==> src/common/local_decoder_pkg.sv <==
// shared constants and carrier types for the local memory and i/o decoder
package local_decoder_pkg;
    // bus geometry
    localparam int ADDR_HI = 23;
    localparam int ADDR_LO = 1;
    localparam int BYTE_W = 8;
    // socket pairs and boot redirection
    localparam int PAIR_COUNT = 4;
    localparam logic [1:0] BOOT_PAIR = 2'h3;
    localparam logic [2:0] BOOT_CYCLES = 3'h4;
    // placement prom: indexed by address bits 23 and 19..12 (4 KB granule)
    localparam int PROM_ADDR_W = 9;
    localparam int PROM_DATA_W = 4;
    localparam int GRANULE_LSB = 12;
    localparam int MEG_LSB = 20;
    localparam logic [3:0] MEG_LOW = 4'h0;
    localparam logic [3:0] MEG_HIGH = 4'hf;
    // prom word: bit 3 valid, bit 2 i/o, bits 1..0 pair number
    localparam int PROM_VALID_BIT = 3;
    localparam int PROM_IO_BIT = 2;
    // per-pair device size codes 0..4 give 2K..32K bytes per device
    localparam int SIZE_CODE_W = 3;
    localparam logic [2:0] SIZE_MAX = 3'h4;
    // wait jumper width and 8 MHz processor clock against the 40 MHz block clock
    localparam int WAIT_W = 3;
    localparam int CLOCK_HZ = 40000000;
    localparam int CPU_HZ = 8000000;
    localparam int CPU_RATIO = CLOCK_HZ / CPU_HZ;

    // request from the processor side
    typedef struct packed {
        logic [ADDR_HI:ADDR_LO] addr;
        logic as_n;
        logic lower_byte_strobe_n;
        logic upper_byte_strobe_n;
        logic write_n;
    } cpu_bus_t;

    // selects toward the sockets
    typedef struct packed {
        logic [PAIR_COUNT-1:0] low_sel;
        logic [PAIR_COUNT-1:0] high_sel;
        logic io_sel;
    } socket_sel_t;

    typedef enum logic [1:0] {
        ST_IDLE = 2'b00,
        ST_WAIT = 2'b01,
        ST_ACK = 2'b10,
        ST_HOLD = 2'b11
    } cycle_state_t;
endpackage

==> src/design/local_memory_io_decoder.sv <==
`timescale 1ns/10ps
// local bus decoder: socket selects, boot redirection, acknowledge timing
// Contract
// - word as two bytes, strobes replace a0
// - each pair: low and high byte halves
// - devices of 2K to 32K per pair
// - first four cycles go to boot pair
// - prom places pairs in low/high megabyte
// - ram acknowledged with no wait states
// - rom wait states set by jumper (here on rom reads only; rom writes get none)
// - i/o in one prom-placed 4 KB segment
// - i/o segment asserts peripheral cycle request
// - status shows live serial one input
module local_memory_io_decoder
    import local_decoder_pkg::*;
#(
    parameter int PAIRS = PAIR_COUNT
) (
    input wire logic clock_i,
    input wire logic reset_i,
    input wire logic enable_i,
    input wire cpu_bus_t bus_i,
    input wire logic [PAIRS-1:0] pair_is_rom_i,
    input wire logic [PAIRS*SIZE_CODE_W-1:0] pair_size_i,
    input wire logic [WAIT_W-1:0] rom_wait_jumper_i,
    input wire logic prom_wr_i,
    input wire logic [PROM_ADDR_W-1:0] prom_waddr_i,
    input wire logic [PROM_DATA_W-1:0] prom_wdata_i,
    input wire logic serial_port_one_rxd_i,
    output socket_sel_t sel_o,
    output logic [14:0] socket_addr_o,
    output logic dtack_n_o,
    output logic peripheral_cycle_request_n_o,
    output logic serial_rxd_status_o
);
    // ****************************************
    // address decode
    // ****************************************
    logic [PROM_DATA_W-1:0] prom_word;
    cycle_state_t state_reg, state_next;
    logic [2:0] boot_count_reg;
    logic [WAIT_W+3:0] wait_count_reg;
    logic as_q_reg;
    socket_sel_t sel_next;

    wire logic [3:0] addr_meg = {bus_i.addr[ADDR_HI], bus_i.addr[22:MEG_LSB]};
    // window: outside the boot cycles, only lowest and highest megabyte decode
    wire logic in_window = (addr_meg == MEG_LOW) || (addr_meg == MEG_HIGH);
    wire logic [PROM_ADDR_W-1:0] prom_raddr =
        {bus_i.addr[ADDR_HI], bus_i.addr[19:GRANULE_LSB]};
    wire logic booting = boot_count_reg < BOOT_CYCLES;
    wire logic cycle_start = !bus_i.as_n && as_q_reg;
    wire logic prom_valid = prom_word[PROM_VALID_BIT] && in_window;
    // one 4 KB granule flagged as i/o
    wire logic hit_io = prom_valid && prom_word[PROM_IO_BIT] && !booting;
    wire logic [1:0] hit_pair = booting ? BOOT_PAIR : prom_word[1:0];
    wire logic hit_mem = booting || (prom_valid && !prom_word[PROM_IO_BIT]);
    wire logic hit_rom = pair_is_rom_i[hit_pair];
    wire logic [SIZE_CODE_W-1:0] hit_size = pair_size_i[hit_pair*SIZE_CODE_W +: SIZE_CODE_W];
    // rule 7 count: jumper in 8 MHz wait states scaled to block clocks
    wire logic [WAIT_W+3:0] rom_wait_clocks =
        (WAIT_W+4)'(rom_wait_jumper_i) * (WAIT_W+4)'(CPU_RATIO);
    wire logic need_wait = hit_mem && hit_rom && bus_i.write_n && (rom_wait_jumper_i != 0);

    placement_prom #(.AW(PROM_ADDR_W), .DW(PROM_DATA_W)) u_prom (
        .clock_i(clock_i),
        .enable_i(enable_i),
        .wr_i(prom_wr_i),
        .waddr_i(prom_waddr_i),
        .wdata_i(prom_wdata_i),
        .raddr_i(prom_raddr),
        .rdata_o(prom_word)
    );

    // ****************************************
    // socket selects
    // ****************************************
    genvar g;
    generate
        for (g = 0; g < PAIRS; g++) begin : g_pair
            assign sel_next.low_sel[g] = hit_mem && (hit_pair == g) && !bus_i.lower_byte_strobe_n;
            assign sel_next.high_sel[g] = hit_mem && (hit_pair == g) && !bus_i.upper_byte_strobe_n;
        end
    endgenerate
    assign sel_next.io_sel = hit_io && !hit_mem;

    // ****************************************
    // cycle state machine
    // ****************************************
    // prom read is registered, so decide one clock after address strobe falls
    always_comb begin
        state_next = state_reg;
        case (state_reg)
            ST_IDLE: begin
                if (cycle_start) begin
                    state_next = ST_WAIT;
                end
            end
            ST_WAIT: begin
                if (bus_i.as_n) begin
                    state_next = ST_IDLE;
                end else if (!need_wait || wait_count_reg >= rom_wait_clocks) begin
                    state_next = (hit_mem || hit_io) ? ST_ACK : ST_HOLD;
                end
            end
            ST_ACK: begin
                if (bus_i.as_n) begin
                    state_next = ST_IDLE;
                end
            end
            ST_HOLD: begin
                if (bus_i.as_n) begin
                    state_next = ST_IDLE;
                end
            end
            default: begin
                state_next = ST_IDLE;
            end
        endcase
    end

    // ****************************************
    // registers
    // ****************************************
    always_ff @(posedge clock_i) begin
        if (reset_i) begin
            state_reg <= ST_IDLE;
            as_q_reg <= 1'b1;
            wait_count_reg <= '0;
        end else if (enable_i) begin
            state_reg <= state_next;
            as_q_reg <= bus_i.as_n;
            wait_count_reg <= (state_reg == ST_WAIT) ? wait_count_reg + 1'b1 : '0;
        end
    end

    always_ff @(posedge clock_i) begin
        if (reset_i) begin
            boot_count_reg <= '0;
        end else if (enable_i && booting && state_reg != ST_IDLE && bus_i.as_n) begin
            boot_count_reg <= boot_count_reg + 1'b1;
        end
    end

    // outputs from flip-flops
    always_ff @(posedge clock_i) begin
        if (reset_i) begin
            sel_o <= '0;
            socket_addr_o <= '0;
            dtack_n_o <= 1'b1;
            peripheral_cycle_request_n_o <= 1'b1;
            serial_rxd_status_o <= 1'b1;
        end else if (enable_i) begin
            sel_o <= (state_next != ST_IDLE && state_reg != ST_IDLE) ? sel_next : '0;
            // word address masked to device size
            // a pair of 2K-byte devices holds 2K words, so size code 0 keeps 11 bits
            socket_addr_o <= bus_i.addr[15:1] & ~(15'h7fff << (4'hb + {1'b0, hit_size}));
            dtack_n_o <= !(state_next == ST_ACK && hit_mem);
            peripheral_cycle_request_n_o <= !(state_next == ST_ACK && hit_io && !hit_mem);
            serial_rxd_status_o <= serial_port_one_rxd_i;
        end
    end

    // ****************************************
    // checks
    // ****************************************
    AST_ONE_SELECT: assert property (@(posedge clock_i) disable iff (reset_i)
        $onehot0({|(sel_o.low_sel | sel_o.high_sel), sel_o.io_sel}))
        else $error("more than one select active");
    AST_BOOT_REDIRECT: assert property (@(posedge clock_i) disable iff (reset_i)
        booting |-> ((sel_o.low_sel[2:0] | sel_o.high_sel[2:0]) == 3'h0 && !sel_o.io_sel))
        else $error("boot cycle not sent to boot pair");
    AST_NO_ACK_UNMAPPED: assert property (@(posedge clock_i) disable iff (reset_i)
        (state_reg == ST_HOLD) |-> (dtack_n_o && peripheral_cycle_request_n_o))
        else $error("unmapped address acknowledged");
    AST_ACK_EXCLUSIVE: assert property (@(posedge clock_i) disable iff (reset_i)
        !(!dtack_n_o && !peripheral_cycle_request_n_o))
        else $error("acknowledge and peripheral request together");
    AST_RAM_FAST: assert property (@(posedge clock_i) disable iff (reset_i || !enable_i)
        (state_reg == ST_WAIT && !need_wait && hit_mem && !bus_i.as_n) |=> !dtack_n_o)
        else $error("ram access delayed");
    AST_RXD_LIVE: assert property (@(posedge clock_i) disable iff (reset_i || !enable_i)
        serial_rxd_status_o == $past(serial_port_one_rxd_i))
        else $error("serial status not following input");
endmodule

==> src/design/placement_prom.sv <==
`timescale 1ns/10ps
// small writable placement table standing in for the decoder prom
module placement_prom
    import local_decoder_pkg::*;
#(
    parameter int AW = PROM_ADDR_W,
    parameter int DW = PROM_DATA_W
) (
    input wire logic clock_i,
    input wire logic enable_i,
    input wire logic wr_i,
    input wire logic [AW-1:0] waddr_i,
    input wire logic [DW-1:0] wdata_i,
    input wire logic [AW-1:0] raddr_i,
    output logic [DW-1:0] rdata_o
);
    logic [DW-1:0] mem [0:(1<<AW)-1];

    // registered read; contents are loaded before use, no reset by design
    always_ff @(posedge clock_i) begin
        if (enable_i) begin
            if (wr_i) begin
                mem[waddr_i] <= wdata_i;
            end
            rdata_o <= mem[raddr_i];
        end
    end
endmodule

==> config.mk <==
export PLATFORM = sky130hd
export DESIGN_NAME = local_memory_io_decoder
export DESIGN_NICKNAME = d
export VERILOG_FILES = /design/src/common/local_decoder_pkg.sv /design/src/design/local_memory_io_decoder.sv /design/src/design/placement_prom.sv
export SDC_FILE = /design/constraint.sdc
export NUM_CORES = 2
export LEC_CHECK = 0
export ABC_AREA = 0
export BUFFER_PORTS_ARGS = -buffer_cell sky130_fd_sc_hd__buf_4
export CORE_ASPECT_RATIO = 0.75
export CORE_MARGIN = 2
export CORE_UTILIZATION = 54
export CTS_CLUSTER_SIZE = 25
export DETAILED_ROUTE_END_ITERATION = 12
export PLACE_DENSITY = 0.67
export RECOVER_POWER = 100
export SYNTH_ARGS = -nofsm -noshare
export SYNTH_HDL_FRONTEND = slang
export SYNTH_SLANG_ARGS = --single-unit
==> constraint.sdc <==
create_clock -name clock_i -period 3.3 [get_ports clock_i]
set_clock_uncertainty 0.2 [all_clocks]
set_input_delay 0.33 -clock clock_i [delete_from_list [all_inputs] [get_ports clock_i]]
set_output_delay 0.33 -clock clock_i [all_outputs]
set_load 0.005 [all_outputs]
# Word level (Yosys, flattened, before mapping)
# Memory sizes are Yosys's and may differ from the RTL's. A register that Yosys moved wholly into a read port is not among the register bits.
# Cells that the tools add are included.
# totals
mem_bits_ro	0
n_memories	1
ff_bits	40
ramBits	2048
word_cells	94
latchBits	0
output_inout_bits	27
# mem_list
name	depth	word_bits	rd	rd_ports_with_merged_regs	write_ports	line	source
u_prom.mem	512	4	1	1	1	placement_prom.sv:17	logic [DW-1:0] mem [0:(1<<AW)-1];
# op_classes
add_sub_neg	3
n_div	0
shift	2
n_mux	14
n_lt_le_gt_ge	3
bitwise	2
reduce_logical	48
n_mul	2
eq_ne	8
# op_table
op	count
logical AND 1 bit	28
AND 15 bit	1
inverter 15 bit	1
<< shifter 15 x 4 -> 15 bit (first input constant)	1
variable part select 12 x 5 -> 3 bit	1
== test 2 bit (second input constant)	5
two-way mux 2 bit	5
logical NOT 1 bit	9
two-way mux 9 bit	1
adder 7 x 1 -> 7 bit (second input constant)	1
greater-or-equal comparator 7 x 6 -> 1 bit	1
two-way mux 7 bit	1
multiplier 3 x 3 -> 6 bit (second input constant)	1
one-hot mux 2 bit (3 select lines)	1
two-way mux 1 bit	5
adder 4 x 3 -> 4 bit (first input constant)	1
== test 2 x 1 -> 1 bit (second input constant)	2
== test 4 bit (second input constant)	1
logical NOT 2 bit	2
logical NOT 4 bit	1
logical OR 1 bit	4
multiplier 2 x 2 -> 4 bit (second input constant)	1
nonzero test 2 bit	2
adder 3 x 1 -> 3 bit (second input constant)	1
5 further kinds	5

# Longest topological paths before layout
# depth
ltp_word	17
ltp_mapped	13
ltp_nobuf	13

# Hierarchy
# A second synthesis with hierarchy kept.
# hier_totals
hier_cells	4661
hier_area_um2	83809.1
# by_module_without_submodules
module	area_each_um2	seq_area_each_um2	cells_each	instances
placement_prom	81637.0	61619.1	4401	1
local_memory_io_decoder	2172.1	800.8	260	1

# Worst setup path before layout
# OpenSTA, ideal clock, no wires.
# synth_timing
path_type	reg2reg
from	register u_prom.rdata_o[1], read port of u_prom.mem
to	register socket_addr_o[0]
setup_ns	0.131
required_ns	2.969
arrival_ns	2.239
synth_period_minus_slack_ns	2.570
path_stages_with_launch	11
path_slack_ns	0.730
path_cell_list	edfxtp_1 > clkbuf_1 > mux2i_1 > o21ai_0 > a22oi_1 > ha_1 > inv_1 > ha_1 > or2_2 > o211ai_1 > a21oi_1
# synth_via
elab_chain_len	7
# synth_rtl
element	line	source
start: declaration	placement_prom.sv:15	output logic [DW-1:0] rdata_o
two-way mux 2 bit	local_memory_io_decoder.sv:56	wire logic [1:0] hit_pair = booting ? BOOT_PAIR : prom_word[1:0];
multiplier 2 x 2 -> 4 bit	local_memory_io_decoder.sv:59	wire logic [SIZE_CODE_W-1:0] hit_size = pair_size_i[hit_pair*SIZE_CODE_W +: SIZE_CODE_W];
variable part select 12 x 5 -> 3 bit	local_memory_io_decoder.sv:59	
adder 4 x 3 -> 4 bit	local_memory_io_decoder.sv:157	socket_addr_o <= bus_i.addr[15:1] & ~(15'h7fff << (4'hb + {1'b0, hit_size}));
<< shifter 15 x 4 -> 15 bit	local_memory_io_decoder.sv:157	
inverter 15 bit	local_memory_io_decoder.sv:157	
AND 15 bit	local_memory_io_decoder.sv:157	
end signal: assignment	local_memory_io_decoder.sv:157	
end: declaration	local_memory_io_decoder.sv:31	output logic [14:0] socket_addr_o,
# Every way passes these cells.
# A chain may end at the register's enable or synchronous reset.

# Worst setup path in the final report
# layout_timing
from	input port enable_i
to	memory u_prom.mem[287][2] (netlist name) (enable)
# layout_via
elab_chain_len	2
# layout_rtl
element	line	source
start: declaration	local_memory_io_decoder.sv:21	input wire logic enable_i,
two-way mux 1 bit	placement_prom.sv:21	if (enable_i) begin
two-way mux 1 bit (implied by the code)	placement_prom.sv:23	mem[waddr_i] <= wdata_i;
end: declaration	placement_prom.sv:17	
# Every way passes these cells.

==> metrics.md <==
| Metric | Value |
|---|---|
| Core box area | 0.1548 sq mm |
| Area post-placement | 0.08908 sq mm |
| Prevailing post-synth register cell | edfxtp_1 |
| Rows | roughly 130 |
| Reg-to-reg slack, setup | 0.22 ns |
| Critical Path AT | about 3.5 ns |
| Failing checks | max-capacitance violations, max-slew violations |
| CTS H-tree lvls | 4 |
| Largest reg by FF count | u_prom.mem |
| Seq cells post-synth | 2092 |
| Syn Nets | around 4700 |
| HP Class | in2reg |
| Largest regs | u_prom.mem: 2048 flops, socket_addr_o: 15 flops, sel_o: 9 flops |
| Total gr overflow | 0 |
| DR iter-0 viols | just over 6000 |
| DP Wirelength | between 100 and 150 mm |
| P&R area growth vs syn | 13.21% |
| Deepest clock path buffer count | 3 |
| Setup CP Type | in2reg |
| Post-synth ARST share | 0% |
| Worst reg2reg path depth | 10 |
| Root buffer cell | clkbuf_16 |
| CP Capture Point | u_prom.mem[287][2] |
| Die Wd | 459.8 um |
| DRT Pass-1 Iters | 6 |
| Clock Sink Count | between 2000 and 2500 |
| Non-filler cells in the finished layout | just over 7000 |
| Commonest non-fill, non-tap cell in the layout | edfxtp_1 |
| Status | complete, but fails checks |
| EDFF count, synth | 2052 |
| Final hold vios | 0 |
| CP Max Fanout | 14 |
| Clk slew on worst S/H paths | 0.07 ns |
| Critical path startpoint category | input pin |
| DRC viols | 0 |
| Distinct cell type count after synthesis | between 70 and 80 |
| Crit. End Element | flop |
| Largest register FFs | roughly 2000 |
| FMAX | 307.3 MHz |
| Reg-to-reg endpoint | socket_addr_o[8] |
| Synthesized cell area | ~0.084 sq mm |
| Max-cap violations | 11 |
| Pleak | 30.77 nW |
| Fillers | roughly 11000 |
| Max-slew violations | 550 |
| Syn Inst Count | 4597 |
| First-pass GRT wire length | 306.0 mm |
| Slew @ Worst Pin | between 2 and 3 ns |
| Fin area | around 0.095 sq mm |
| Die Ht | between 300 and 400 um |
| Gpl congestion | 0.8642 |
| Final Cycle Share | 98.60% |
| Drt via density | 6.409 |
| CTS tree | yes |
| PwrDens | 567.6 mW/mm^2 |
| Cell Count Post-Placement | 6788 |
| Num CTS Buffers | 192 |
| Layout Nets | 5067 |
| Die area | between 0.15 and 0.2 sq mm |
| Total GRT Usage | 26.27% |
| Worst EP required | approximately 3.6 ns |
| Initial Utilization | 54.33% |
| Crit path launch | enable_i |
| Clk_lat worst skew | 0.83 ns |
| Layout cell share with drive strength beyond 1 | 19.97% |
| RSZ-0062 raised after global routing | false |
| Max IR drop VDD | 0.5982 mV |
| Cell count of the worst hold path | 4 |
| Reg-to-reg startpoint | u_prom.rdata_o[1] |
| Detailed Route WL | 209.4 mm |
| Top Ports | 91 |
| Post-synthesis sequential area ratio | 74.20% |
| Synth Area per Inst | 18.30 sq um |
| Largest net degree at the start of global routing | between 90 and 100 |
| Wirelength per Cell | 29.15 um |
| Min cycle time layout | 3.254 ns |
| Vias | 46040 |
| Endpoints failing setup | 0 |
| Vias in the first global route | around 45000 |
| I/O Buffers | 90 |
| Max-slew headroom | -76.83% |
| Final ANT Viol Nets | 0 |
| Power Total | 54.05 mW |
| Most frequent cells in the layout | edfxtp_1 (2052), nor2_1 (575), mux2i_1 (382) |
| Synth Warn # | 0 |
| Initial antenna violation count | 5 |
==> where the power goes <==
group / switching [mW] / internal, mW / total, mW
Sequential: 0.0219 / 29.2 / 29.2
Combinational: 1.88 / 1.19 / 3.07
Clock: 9.61 / 12.2 / 21.8
Total: 11.5 / 42.5 / 54.1
==> final cells by class <==
class | instances | area (sq um) | share of cell area, %
Clock inverter | 119 | 1056 | 1.109
Antenna cell | 2 | 5.005 | 0.005255
Sequential cell | 2092 | 62420 | 65.54
Timing Repair Buffer | 504 | 4556 | 4.784
Tap cell | 2032 | 2542 | 2.670
Multi-Input combinational cell | 2180 | 19550 | 20.53
Inverter | 18 | 71.32 | 0.07489
Clock buffer | 236 | 5034 | 5.286
==> how the worst min path moves through the flow <==
stage                    startpoint                 end  slack [ns]
finish              prom_waddr_i[1]  u_prom.mem[387][2]        0.08
CTS                 pair_size_i[11]   socket_addr_o[14]        0.01
global placement           as_q_reg            as_q_reg        0.25
global route        prom_waddr_i[1]  u_prom.mem[387][2]        0.09
detailed placement         as_q_reg            as_q_reg        0.25
floorplan           prom_wdata_i[0]    u_prom.mem[0][0]        0.23
==> synthesized netlist by cell type (21+ instances only) <==
| library cell | count | area [sq um] |
|---|---|---|
| mux4_1 | 40 | 1051 |
| nor3_1 | 51 | 255.2 |
| edfxtp_1 | 2052 | 61620 |
| nand2_1 | 134 | 503.0 |
| nand3_1 | 23 | 115.1 |
| o221ai_1 | 183 | 1603 |
| nor2_1 | 575 | 2158 |
| buf_6 | 39 | 439.2 |
| a211oi_1 | 26 | 195.2 |
| a22oi_1 | 32 | 240.2 |
| o22ai_1 | 83 | 519.3 |
| nand4_1 | 21 | 131.4 |
| dfxtp_1 | 40 | 800.8 |
| buf_8 | 29 | 435.4 |
| clkbuf_1 | 137 | 514.2 |
| o21ai_0 | 37 | 185.2 |
| buf_2 | 44 | 220.2 |
| mux2i_1 | 382 | 3824 |
| mux4_2 | 295 | 6644 |
| a21oi_1 | 129 | 645.6 |
==> per-layer routing <==
metal  track usage (%)  wire, um  vias up
met5                 0        25        -
met4             7.223      4709        4
met3             5.277     21470      315
met2             38.44     93430     2603
met1             40.46     89760    23640
li1                  -         -    19480
==> metrics by stage <==
step	setup slack, ns	utilization (%)	TNS (ns)	hold slack [ns]
final	0.04624	61.51	0	0.07513
after global routing	0.02392	61.50	0	0.08556
after CTS	0.06442	61.70	0	0.01465
after detailed placement	-0.2825	57.53	-0.9456	0.2544
after global placement	-0.2445	57.53	-0.8208	0.2477
after floorplan	0.7297	-	0	0.2289
==> critical path: stages <==
cell and delay, ns:
dlygate4sd3_1 0.62, clkbuf_1 0.28, and4_1 0.37, nand3_2 0.72
clkbuf_2 0.68, nor2_1 0.51
==> logic make-up after synthesis <==
family	count (synthesis)	share of synthesized area [%]
flops	2092	74.20
mux	718	13.71
buf+inv	325	2.680
simple gates	887	4.449
fa+ha+maj	15	0.2231
xor+xnor	7	0.07288
compound gates	553	4.667
==> repair_timing <==
item	CTS	global route
setup buffers	0	1
hold buffers	37	0
setup endpoints to repair	0	2
hold endpoints to repair	328	0
resized for setup	0	2
Power figures use the tool's default switching activity.
